$ cat config.mk
export PLATFORM = sky130hd
export DESIGN_NAME = nvi_core
export DESIGN_NICKNAME = d
export VERILOG_FILES = /design/src/verilog/nvi_pkg.sv /design/src/verilog/nvi_core.sv /design/src/verilog/nvi_stack_mem.sv /design/src/verilog/nvi_pin_edge.sv
export SDC_FILE = /design/constraint.sdc
export NUM_CORES = 1
export LEC_CHECK = 0
export ABC_AREA = 1
export BUFFER_PORTS_ARGS = -buffer_cell sky130_fd_sc_hd__buf_2
export CAP_MARGIN = 20
export CORE_MARGIN = 2
export CORE_UTILIZATION = 35
export DETAILED_ROUTE_END_ITERATION = 10
export PLACE_DENSITY = 0.6
export SYNTH_ARGS = -nofsm -noshare
export SYNTH_HDL_FRONTEND = slang
export SYNTH_SLANG_ARGS = --single-unit
$ cat constraint.sdc
create_clock -name i_clk -period 4.65 [get_ports i_clk]
set_input_delay 0.6975 -clock i_clk [delete_from_list [all_inputs] [get_ports i_clk]]
set_output_delay 0.6975 -clock i_clk [all_outputs]
set_load 0.01 [all_outputs]
$ cat src/verilog/nvi_pkg.sv
// Constants and types of the nested vectored interrupt unit
package nvi_pkg;

    // Program counter, stack and identifier sizes
    localparam int PC_W       = 13;
    localparam int RS_DEPTH   = 16;
    localparam int RS_PTR_W   = 4;
    localparam int CS_DEPTH   = 4;
    localparam int CS_PTR_W   = 2;
    localparam int N_ID       = 4;
    localparam int ID_W       = 2;

    // Context field widths: carry, G-register, selection, data
    localparam int G_W        = 16;
    localparam int SEL_W      = 5;
    localparam int DATA_W     = 4;
    localparam int CTX_W      = 1 + G_W + SEL_W + DATA_W;

    // Reset values
    localparam logic [RS_PTR_W-1:0] RS_PTR_RST = 4'h0;
    localparam logic [CS_PTR_W-1:0] CS_PTR_RST = 2'h0;
    localparam logic                MASTER_RST = 1'b0;
    localparam logic [N_ID-1:0]     LATCH_RST  = 4'h0;
    localparam logic [N_ID-1:0]     ISR_RST    = 4'h0;

    // Vector per identifier, index = identifier
    localparam logic [N_ID-1:0][PC_W-1:0] VEC_TABLE = {13'h0004, 13'h0003, 13'h0002, 13'h0001};

    // Reset priority: slot k holds identifier k, slot 0 most urgent
    localparam logic [N_ID-1:0][ID_W-1:0] PRIO_RST = {2'h3, 2'h2, 2'h1, 2'h0};

    // Edge select bit positions for the external pins
    localparam int EDGE_RISE_BIT = 0;
    localparam int EDGE_FALL_BIT = 1;

    // Source selection codes for identifiers 1 and 2
    localparam logic       SRC1_PIN_B  = 1'b0;
    localparam logic       SRC1_TPORT  = 1'b1;
    localparam logic [1:0] SRC2_SERIAL = 2'h0;
    localparam logic [1:0] SRC2_TPORT  = 2'h1;
    localparam logic [1:0] SRC2_LOWV   = 2'h2;

    // Context saved on entry and restored on return
    typedef struct packed {
        logic              carry_flag;
        logic [G_W-1:0]    g_reg;
        logic [SEL_W-1:0]  data_sel;
        logic [DATA_W-1:0] data_reg;
    } nvi_ctx_s;

    // Priority table: lvl_id[k] is the identifier holding level k+1
    typedef struct packed {
        logic [N_ID-1:0][ID_W-1:0] lvl_id;
    } nvi_prio_s;

    // Sequencer states, Gray step from idle to either action
    typedef enum logic [1:0] {
        NVI_IDLE   = 2'b00,
        NVI_ENTER  = 2'b01,
        NVI_RETURN = 2'b10
    } nvi_state_e;

endpackage

$ cat src/verilog/nvi_core.sv
// Interrupt acceptance, priority masking, context save and return sequencing
`timescale 1ns/1ps
`default_nettype none

// Summary of operation
// - Identifiers 1 and 2 take a selected source
// - Pending latch held until accept, reset, clear
// - Source condition sets its pending latch
// - Accept needs own and master enable; clears
// - Accept blocks lower priority sources
// - Entry decrements both stack pointers
// - Entry pushes PC and context words
// - Saved address is the following address
// - Entry loads vector into program counter
// - Whole entry in one interrupt cycle
// - Return re-enables lower priority sources
// - Return restores context and program counter
// - Return increments both stack pointers
// - Whole return in one instruction cycle
// - Accept regardless of executing code; a return instruction defers it
// - Same or lower refused, higher accepted
// - External pins raise on chosen edges
// - Vectors 0001H to 0004H per identifier
// - On and off instructions steer master
// - Reset priority follows identifier order
// - Latches readable, software clear cancels
module nvi_core (
    // Clock and reset
    input  wire logic                         i_clk,
    input  wire logic                         i_rst,
    // External request pins and their edge choice
    input  wire logic                         i_ext_request_pin_a,
    input  wire logic                         i_ext_request_pin_b,
    input  wire logic [1:0]                   i_edge_sel_a,
    input  wire logic [1:0]                   i_edge_sel_b,
    // Internal peripheral request pulses
    input  wire logic                         i_timer_port_req,
    input  wire logic                         i_serial_req,
    input  wire logic                         i_lowvolt_req,
    input  wire logic                         i_timer_cnt_req,
    // Source selection for identifiers 1 and 2
    input  wire logic                         i_src1_sel,
    input  wire logic [1:0]                   i_src2_sel,
    // Enables and master control instructions
    input  wire logic [nvi_pkg::N_ID-1:0]     i_irq_enable,
    input  wire logic                         i_master_irq_on_instr,
    input  wire logic                         i_master_irq_off_instr,
    // Pending latch access
    input  wire logic [nvi_pkg::N_ID-1:0]     i_latch_clr,
    output logic      [nvi_pkg::N_ID-1:0]     o_latch,
    output logic                              o_master_en,
    // Priority table write
    input  wire logic                         i_prio_wr,
    input  wire nvi_pkg::nvi_prio_s           i_prio_data,
    output nvi_pkg::nvi_prio_s                o_prio,
    // Core sequencer side
    input  wire logic                         i_boundary,
    input  wire logic                         i_return_from_irq_instr,
    input  wire logic [nvi_pkg::PC_W-1:0]     i_pc_next,
    input  wire nvi_pkg::nvi_ctx_s            i_ctx,
    output logic                              o_entry,
    output logic                              o_return,
    output logic      [nvi_pkg::PC_W-1:0]     o_pc_load,
    output nvi_pkg::nvi_ctx_s                 o_ctx,
    output logic      [nvi_pkg::ID_W-1:0]     o_active_id,
    output logic      [nvi_pkg::N_ID-1:0]     o_in_service,
    // Stack pointers
    output logic      [nvi_pkg::RS_PTR_W-1:0] o_return_stack_pointer,
    output logic      [nvi_pkg::CS_PTR_W-1:0] o_context_stack_pointer
);
    import nvi_pkg::*;

    ////////////////////////////////////////////////////////////////////////////
    // Helper functions

    // Lowest set bit of a level mask, as index
    function automatic logic [ID_W-1:0] first_set(input logic [N_ID-1:0] m);
        logic [ID_W-1:0] idx;
        idx = 2'h0;
        for (int k = N_ID - 1; k >= 0; k--) begin
            if (m[k]) begin
                idx = k[ID_W-1:0];
            end
        end
        return idx;
    endfunction

    ////////////////////////////////////////////////////////////////////////////
    // Request sources

    logic pin_a_req;
    logic pin_b_req;
    logic [N_ID-1:0] src_req;

    // Pins cross into the clock domain inside the edge blocks
    // selectable edges
    nvi_pin_edge u_edge_a (
        .i_clk      (i_clk),
        .i_rst      (i_rst),
        .i_pin      (i_ext_request_pin_a),
        .i_edge_sel (i_edge_sel_a),
        .o_req      (pin_a_req)
    );

    nvi_pin_edge u_edge_b (
        .i_clk      (i_clk),
        .i_rst      (i_rst),
        .i_pin      (i_ext_request_pin_b),
        .i_edge_sel (i_edge_sel_b),
        .o_req      (pin_b_req)
    );

    // Shared identifiers pick one source; an unused code feeds nothing
    // shared identifier routing
    always_comb begin
        src_req[0] = pin_a_req;
        src_req[1] = (i_src1_sel == SRC1_PIN_B) ? pin_b_req : i_timer_port_req;
        unique case (i_src2_sel)
            SRC2_SERIAL: src_req[2] = i_serial_req;
            SRC2_TPORT:  src_req[2] = i_timer_port_req;
            SRC2_LOWV:   src_req[2] = i_lowvolt_req;
            default:     src_req[2] = 1'b0;
        endcase
        src_req[3] = i_timer_cnt_req;
    end

    ////////////////////////////////////////////////////////////////////////////
    // Arbitration

    nvi_state_e state_r;
    nvi_state_e state_nxt;
    logic [N_ID-1:0] latch_r;
    logic [N_ID-1:0] latch_nxt;
    logic [N_ID-1:0] isr_r;
    logic [N_ID-1:0] isr_nxt;
    logic            master_r;
    logic            master_nxt;
    nvi_prio_s       prio_r;
    nvi_prio_s       prio_nxt;
    logic [N_ID-1:0] cand_lvl;
    logic [N_ID-1:0] isr_block;
    logic [ID_W-1:0] win_lvl;
    logic [ID_W-1:0] win_id;
    logic            accept;
    logic            do_return;

    // Candidates by level; lowest slot wins
    // both enables needed
    always_comb begin
        for (int k = 0; k < N_ID; k++) begin
            cand_lvl[k] = latch_r[prio_r.lvl_id[k]] & i_irq_enable[prio_r.lvl_id[k]];
        end
        cand_lvl = master_r ? cand_lvl : '0;
    end

    // A level in service blocks itself and every less urgent level
    // same or lower refused
    always_comb begin
        isr_block[0] = isr_r[0];
        for (int k = 1; k < N_ID; k++) begin
            isr_block[k] = isr_block[k-1] | isr_r[k];
        end
    end

    // Most urgent unblocked candidate, at a boundary
    // highest level first
    always_comb begin
        win_lvl   = first_set(cand_lvl & ~isr_block);
        win_id    = prio_r.lvl_id[win_lvl];
        do_return = i_return_from_irq_instr && (state_r == NVI_IDLE);
        accept    = i_boundary && !do_return && (state_r == NVI_IDLE)
                    && |(cand_lvl & ~isr_block);
    end

    ////////////////////////////////////////////////////////////////////////////
    // Control state next values

    // Latch: new event wins over both accept and software clear
    // event sets latch
    always_comb begin
        latch_nxt = latch_r & ~i_latch_clr;
        if (accept) begin
            latch_nxt[win_id] = 1'b0;
        end
        latch_nxt = latch_nxt | src_req;
    end

    // Master flag moves only on the on/off instructions
    // master flag control
    always_comb begin
        master_nxt = master_r;
        if (i_master_irq_on_instr) begin
            master_nxt = 1'b1;
        end else if (i_master_irq_off_instr) begin
            master_nxt = 1'b0;
        end
    end

    // In-service mask; the active level is always the most urgent one set
    always_comb begin
        isr_nxt = isr_r;
        if (accept) begin
            isr_nxt[win_lvl] = 1'b1;
        end else if (do_return) begin
            isr_nxt[first_set(isr_r)] = 1'b0;
        end
    end

    // Priority table only changes on an explicit write
    always_comb begin
        prio_nxt = i_prio_wr ? i_prio_data : prio_r;
    end

    // Sequencer: outputs stand one cycle
    // single entry cycle
    always_comb begin
        state_nxt = NVI_IDLE;
        if (accept) begin
            state_nxt = NVI_ENTER;
        end else if (do_return) begin
            state_nxt = NVI_RETURN;
        end
    end

    always_ff @(posedge i_clk or posedge i_rst) begin
        if (i_rst) begin
            state_r  <= NVI_IDLE;
            latch_r  <= LATCH_RST;
            isr_r    <= ISR_RST;
            master_r <= MASTER_RST;
            prio_r   <= PRIO_RST;
        end else begin
            state_r  <= state_nxt;
            latch_r  <= latch_nxt;
            isr_r    <= isr_nxt;
            master_r <= master_nxt;
            prio_r   <= prio_nxt;
        end
    end

    ////////////////////////////////////////////////////////////////////////////
    // Stacks and pointers

    logic [RS_PTR_W-1:0] rs_ptr_r;
    logic [RS_PTR_W-1:0] rs_ptr_nxt;
    logic [CS_PTR_W-1:0] cs_ptr_r;
    logic [CS_PTR_W-1:0] cs_ptr_nxt;
    logic [PC_W-1:0]     rs_rdata;
    logic [CTX_W-1:0]    cs_rdata;
    logic [PC_W-1:0]     vec_r;
    logic [PC_W-1:0]     vec_nxt;
    logic [ID_W-1:0]     id_r;
    logic [ID_W-1:0]     id_nxt;

    // Pointers wrap silently; overrunning the depth is a software fault
    always_comb begin
        rs_ptr_nxt = rs_ptr_r;
        cs_ptr_nxt = cs_ptr_r;
        if (accept) begin
            rs_ptr_nxt = rs_ptr_r - 4'h1;
            cs_ptr_nxt = cs_ptr_r - 2'h1;
        end else if (do_return) begin
            rs_ptr_nxt = rs_ptr_r + 4'h1;
            cs_ptr_nxt = cs_ptr_r + 2'h1;
        end
    end

    // Vector and identifier captured with the accept
    // vector per identifier
    always_comb begin
        vec_nxt = accept ? VEC_TABLE[win_id] : vec_r;
        id_nxt  = accept ? win_id : id_r;
    end

    always_ff @(posedge i_clk or posedge i_rst) begin
        if (i_rst) begin
            rs_ptr_r <= RS_PTR_RST;
            cs_ptr_r <= CS_PTR_RST;
            vec_r    <= '0;
            id_r     <= '0;
        end else begin
            rs_ptr_r <= rs_ptr_nxt;
            cs_ptr_r <= cs_ptr_nxt;
            vec_r    <= vec_nxt;
            id_r     <= id_nxt;
        end
    end

    // Push writes at the decremented slot; pop reads the current slot
    // push PC and context
    nvi_stack_mem #(
        .W  (PC_W),
        .D  (RS_DEPTH),
        .AW (RS_PTR_W)
    ) u_return_stack (
        .i_clk   (i_clk),
        .i_we    (accept),
        .i_waddr (rs_ptr_nxt),
        .i_wdata (i_pc_next),
        .i_re    (do_return),
        .i_raddr (rs_ptr_r),
        .o_rdata (rs_rdata)
    );

    nvi_stack_mem #(
        .W  (CTX_W),
        .D  (CS_DEPTH),
        .AW (CS_PTR_W)
    ) u_context_stack (
        .i_clk   (i_clk),
        .i_we    (accept),
        .i_waddr (cs_ptr_nxt),
        .i_wdata (i_ctx),
        .i_re    (do_return),
        .i_raddr (cs_ptr_r),
        .o_rdata (cs_rdata)
    );

    ////////////////////////////////////////////////////////////////////////////
    // Outputs

    // Core loads the vector on entry, the popped address on return
    // vector load
    always_comb begin
        o_entry   = (state_r == NVI_ENTER);
        o_return  = (state_r == NVI_RETURN);
        o_pc_load = (state_r == NVI_RETURN) ? rs_rdata : vec_r;
        o_ctx     = nvi_ctx_s'(cs_rdata);
    end

    assign o_latch                 = latch_r;
    assign o_master_en             = master_r;
    assign o_prio                  = prio_r;
    assign o_active_id             = id_r;
    assign o_in_service            = isr_r;
    assign o_return_stack_pointer  = rs_ptr_r;
    assign o_context_stack_pointer = cs_ptr_r;

endmodule

`default_nettype wire

$ cat src/verilog/nvi_stack_mem.sv
// Small stack memory with one write port and a registered read port
`timescale 1ns/1ps
`default_nettype none

module nvi_stack_mem #(
    parameter int W  = 13,
    parameter int D  = 16,
    parameter int AW = 4
) (
    // Clock
    input  wire logic          i_clk,
    // Write port
    input  wire logic          i_we,
    input  wire logic [AW-1:0] i_waddr,
    input  wire logic [W-1:0]  i_wdata,
    // Read port
    input  wire logic          i_re,
    input  wire logic [AW-1:0] i_raddr,
    output logic      [W-1:0]  o_rdata
);

    logic [W-1:0] mem [D];

    // Storage has no reset; software owns the contents
    always_ff @(posedge i_clk) begin
        if (i_we) begin
            mem[i_waddr] <= i_wdata;
        end
        if (i_re) begin
            o_rdata <= mem[i_raddr];
        end
    end

endmodule

`default_nettype wire

$ cat src/verilog/nvi_pin_edge.sv
// External request pin synchroniser and selectable edge detector
`timescale 1ns/1ps
`default_nettype none

module nvi_pin_edge (
    // Clock and reset
    input  wire logic       i_clk,
    input  wire logic       i_rst,
    // Pin and edge choice
    input  wire logic       i_pin,
    input  wire logic [1:0] i_edge_sel,
    // Request pulse
    output logic            o_req
);
    import nvi_pkg::*;

    logic sync1_r;
    logic sync2_r;
    logic prev_r;
    logic req_nxt;

    // Edge test reads only settled samples
    always_comb begin
        req_nxt = (i_edge_sel[EDGE_RISE_BIT] & sync2_r & ~prev_r)
                | (i_edge_sel[EDGE_FALL_BIT] & ~sync2_r & prev_r);
    end

    // Two-stage synchroniser, then history for edge detection
    always_ff @(posedge i_clk or posedge i_rst) begin
        if (i_rst) begin
            sync1_r <= 1'b0;
            sync2_r <= 1'b0;
            prev_r  <= 1'b0;
            o_req   <= 1'b0;
        end else begin
            sync1_r <= i_pin;
            sync2_r <= sync1_r;
            prev_r  <= sync2_r;
            o_req   <= req_nxt;
        end
    end

endmodule

`default_nettype wire

* Word level (Yosys, flattened, before mapping)
Memories as Yosys holds them, arrays and structs flattened. A register that Yosys moved wholly into a read port is not among the register bits.
Cells that the tools add are included.
** Storage, ports and cells
- Memories :: 2
- Logic and storage cells :: 137
- Output and inout bits :: 66
- Input bits :: 75
- Memory bits (writable) :: 312
- Bits in registers :: 48
** Cells by class
- Reduce and logical (&&, ||, !) cells :: 13
- Muxes and demuxes :: 53
- Bitwise logic cells :: 31
- $lt $le $gt $ge :: 10
- Eq/ne operators :: 4
- $add $sub $neg :: 4
** Memories
- u_return_stack.mem :: words 16, width 13, read ports 1, clocked after Yosys merged registers in 1, wr ports 1, line nvi_stack_mem.sv:22 : logic [W-1:0] mem [D];
- u_context_stack.mem :: words 4, width 26, read ports 1, clocked after Yosys merged registers in 1, wr ports 1, line nvi_stack_mem.sv:22
** Operators by type and width (number)
- $mux W2 :: 15
- $bmux W13 S2 :: 1
- $mux W13 :: 2
- $mux W4 :: 6
- $lt A2 B3 Y1 const B :: 7
- $and A4 B4 Y4 :: 4
- $bmux W1 S2 :: 8
- $mux W1 :: 16
- $not A4 Y4 :: 4
- $and A1 B1 Y1 :: 12
- $or A4 B4 Y4 :: 2
- $logic_and A1 B1 Y1 :: 7
- $demux W1 S2 :: 3
- $ge A2 B1 Y1 const B :: 3
- $or A1 B1 Y1 :: 5
- $add A4 B1 Y4 const B :: 1
- $bmux W2 S2 :: 1
- $eq A2 B1 Y1 const B :: 2
- $eq A2 B2 Y1 const B :: 2
- $logic_not A2 Y1 :: 2
- $not A1 Y1 :: 4
- $reduce_bool A2 Y1 :: 2
- $reduce_or A4 Y1 :: 1
- $sub A4 B1 Y4 const B :: 1
- 4 further kinds :: 4

* Depth between registers and ports, before layout
- Depth in word-level cells :: 19
- Gate-level depth with buffers :: 17
- Mapped depth without buffers :: 17

* Cells and area by module
Synthesis repeated with hierarchy kept, for this count alone.
** Unflattened totals
- Cells, all modules :: 1589
- Area, all modules :: 16737.3 µm²
** Modules (own cells, without submodules)
- nvi_stack_mem (u_return_stack) :: times used 1, cells an instance 878, sequential area each 6636.4 µm², area an instance 9402.8 µm²
- nvi_stack_mem (u_context_stack) :: times used 1, cells an instance 441, sequential area each 3903.7 µm², area an instance 5227.5 µm²
- nvi_core :: times used 1, cells an instance 250, sequential area each 755.7 µm², area an instance 1856.8 µm²
- nvi_pin_edge :: times used 2, cells an instance 10, sequential area each 100.1 µm², area an instance 125.1 µm²

* Least setup slack after synthesis
OpenSTA, ideal clock, no wires.
- Kind :: input to register
- Start point :: input port i_return_from_irq_instr
- End point :: memory u_return_stack.mem[24][0], in the netlist u_return_stack.mem[12][0], enable pin
- Setup slack :: 1817 ps
- Data required time :: 4268 ps
- Arrival time :: 2450 ps
- Path buffers :: 1
- Cell stages on the path :: 9
- Setup time :: 382 ps
- Path through :: inv_1 -> nor2_8 -> inv_2 -> buf_6 -> o21ai_1 -> nand2_2 -> nand2_4 -> nand2_2 -> nor2_1
** Between the ends
- Longest elaborated chain between the ends :: 7
- Elaborated cells between the ends (all ways) :: 9
- Classes of those cells :: mux: 4; reduce/logical: 5
** RTL lines
- start, declared :: line nvi_core.sv:58 : input wire logic i_return_from_irq_instr,
- $logic_and A1 B1 Y1 (*) :: line nvi_core.sv:170 : do_return = i_return_from_irq_instr && (state_r == NVI_IDLE);
- via do_return :: line nvi_core.sv:145 : logic do_return;
- $logic_not A1 Y1 :: line nvi_core.sv:171 : accept = i_boundary && !do_return && (state_r == NVI_IDLE)
- $logic_and A1 B1 Y1 (2 in series) :: line nvi_core.sv:171
- $logic_and A1 B1 Y1 :: line nvi_core.sv:172 : && |(cand_lvl & ~isr_block);
- $mux W1 :: line nvi_stack_mem.sv:26 : if (i_we) begin
- $mux W1 (implied by the code) :: line nvi_stack_mem.sv:27 : mem[i_waddr] <= i_wdata;
- end, declared :: line nvi_stack_mem.sv:22
Mark *: on every way through the listed nets, which the timed path passes. The rest lies on a longest branch.

==> results.json <==
{
  "arrival_ns": 3.12,
  "wl_um": 36440,
  "avgSynthCellArea_um2": 13.35,
  "cp-end-kind": "register",
  "final_cell_mix": "edfxtp_1 (351), nand2_1 (209), buf_2 (140)",
  "worstSkewPairLatency_ns": 0.54,
  "die_y_um": 213.7,
  "drc": 0,
  "rows": 76,
  "num_antenna_cells": 0,
  "drv_cap": 0,
  "drive_gt1_frac": 0.2079,
  "grt_start_max_net_pins": 80,
  "hold_slack_ns": 0.2876,
  "netlist_instances": 1152,
  "power.total_mw": 10.04,
  "rsz0062_at_grt": "no",
  "clkSinkCount": 389,
  "coreArea_um2": 43270,
  "track_usage": 0.1590,
  "grt-ovfl-total": 0,
  "synth_top_area_cell": "edfxtp_1",
  "dieArea_um2": 45650,
  "synth_area_leaders": "edfxtp_1 (69%), dfrtp_1 (5.5%), nand2_1 (5.1%), nand3_1 (4.3%), a21oi_1 (1.9%)",
  "p_leak_nw": 6.749,
  "die_w_um": 213.7,
  "boundaryPins": 141,
  "num-fill-cells": 3991,
  "skew_ns": 0.02038,
  "cts_tree": "built",
  "worst_pin_slew_ns": 0.9662,
  "clk_path_buf_depth": 3,
  "grt_antenna_before_repair": 2,
  "fin_setup_tns_ns": 0,
  "relSlewSlack": 0.3552,
  "setup_viol": 0,
  "required_ns": 5.04,
  "fmax_mhz": 365.1,
  "crit_type": "register to register",
  "fin_crit_ns": 2.739,
  "grt_pass1_wl_um": 54860,
  "period_share": 0.5890,
  "grt_pass1_vias": 9251,
  "synth.top_cell.area_share": 0.6852,
  "synth_nets": 1233,
  "yosys_most_used_dff": "edfxtp_1",
  "peakVddDrop_mv": 0.2584,
  "final_util": 0.4158,
  "final_nets": 1396,
  "io_buffers": 140,
  "slew_violations": 0,
  "synth_seq_cells": 389,
  "critPathLaunchType": "register",
  "p_per_area_nw_per_um2": 558.2,
  "gp_congestion": 0.8447,
  "path_clk_slew_ns": 0.06,
  "yosysWarnings": 0,
  "dr.pass1.iters": 5,
  "holdBufCountCts": 0,
  "start_util": 0.3556,
  "hold_viol": 0,
  "min-delay-path-class": "input pin to async pin",
  "run_status": "finished clean",
  "syn_to_final_growth_pct": 16.94,
  "wl_per_cell_um": 18.91,
  "drt-initial-drc-count": 790,
  "postCtsSetupBuffers": 0,
  "yosysUniqueCellTypes": 42,
  "crit_fanout": 56,
  "final_common_cell": "edfxtp_1",
  "synth_area_um2": 15380,
  "synth_edf_count": 351,
  "fin_area_um2": 17990,
  "synthArstFlopShare": 0.09769,
  "clockRootBuffer": "clkbuf_16",
  "cts_htree_levels": 2,
  "antenna_left": 0,
  "place_hpwl_um": 22880,
  "num_vias": 9515,
  "vias_per_cell": 4.938,
  "cts_resized": 0,
  "cts_buffers": 40,
  "seq_area_frac_synth": 0.7473,
  "placed_cell_area_um2": 16810
}
worst paths after layout:
check	from	to	slack, ns	cells after the start
hold / removal	i_rst	o_latch[1]$_DFF_PP0_	0.29	3
setup / recovery	o_return_stack_pointer[0]$_DFF_PP0_	u_return_stack.o_rdata[6]$_DFFE_PP_	1.91	7
min in group i_clk	i_ext_request_pin_a	u_edge_a.sync1_r$_DFF_PP0_	0.29	1
max in group asynchronous	i_rst	o_return_stack_pointer[0]$_DFF_PP0_	3.95	3
hold reg to reg	u_edge_a.sync1_r$_DFF_PP0_	u_edge_a.sync2_r$_DFF_PP0_	0.35	0
setup reg to reg	o_return_stack_pointer[0]$_DFF_PP0_	u_return_stack.o_rdata[6]$_DFFE_PP_	1.91	7
critical path: stages, from the launching register on:
cell and delay [ns]:
dfrtp_4 0.63, buf_4 0.57, buf_4 0.54, nand2_1 0.09
a32o_1 0.28, a31oi_1 0.22, nand3_1 0.10, nand2_1 0.11
stage by stage:
stage                     std cells  setup slack [ns]
after floorplan                1152             1.817
after global placement         1852             1.531
after detailed placement       1854             1.424
after CTS                      1923             1.634
after global routing           1927             1.737
final                          1927             1.911
final cells by class:
| type | instances | area [µm²] | share of cell area |
|---|---|---|---|
| Inverter | 88 | 337.8 | 0.01878 |
| Clock inverter | 19 | 108.9 | 0.006051 |
| Sequential cell | 389 | 11500 | 0.6393 |
| Multi-Input combinational cell | 621 | 3284 | 0.1826 |
| Timing Repair Buffer | 175 | 987.2 | 0.05488 |
| Tap cell | 585 | 732.0 | 0.04069 |
| Clock buffer | 50 | 1039 | 0.05773 |
cell usage after synthesis (19+ instances only):
cell,number
edfxtp_1,351
inv_1,75
o21ai_0,42
dfrtp_1,34
buf_2,21
a31oi_1,19
nand2_1,209
nor2_1,40
nand3_1,131
a21oi_1,59
clkbuf_1,26
a22oi_1,26
a32o_1,25
per-layer routing:
layer,share of wire,up-vias,wire length [µm],track usage
met5,0.00069,-,25,0
met4,0.025,4,901,0.05268
met3,0.054,60,1971,0.02534
met2,0.47,253,17260,0.2638
li1,-,4501,-,-
met1,0.45,4697,16290,0.2141
flip-flops by register name (all words and copies together) (netlist names), 2 cells and up:
signal,cells
u_context_stack.o_rdata,26
o_return_stack_pointer,4
o_prio,8
state_r,2
u_return_stack.o_rdata,13
vec_r,3
o_in_service,4
u_context_stack.mem,104
u_return_stack.mem,208
o_context_stack_pointer,2
o_active_id,2
o_latch,4
where the power goes:
part | total [mW] | internal [mW] | switching (mW)
sequential | 4.41 | 4.20 | 0.212
combinational | 2.77 | 0.880 | 1.89
clock | 2.86 | 1.59 | 1.27
kinds of logic (layout without fill, tap and decap cells):
logic type,Yosys count,count (layout),share of synthesized area
AOI/OAI and AO/OA,188,188,0.07775
xor gates and xnor gates,7,7,0.003985
adders and majority gates,6,6,0.004880
buffers and inverters,142,332,0.03920
DFF,389,389,0.7473
and+or+nand+nor,420,420,0.1269
Note: power is estimated with default switching activity, not from simulation.
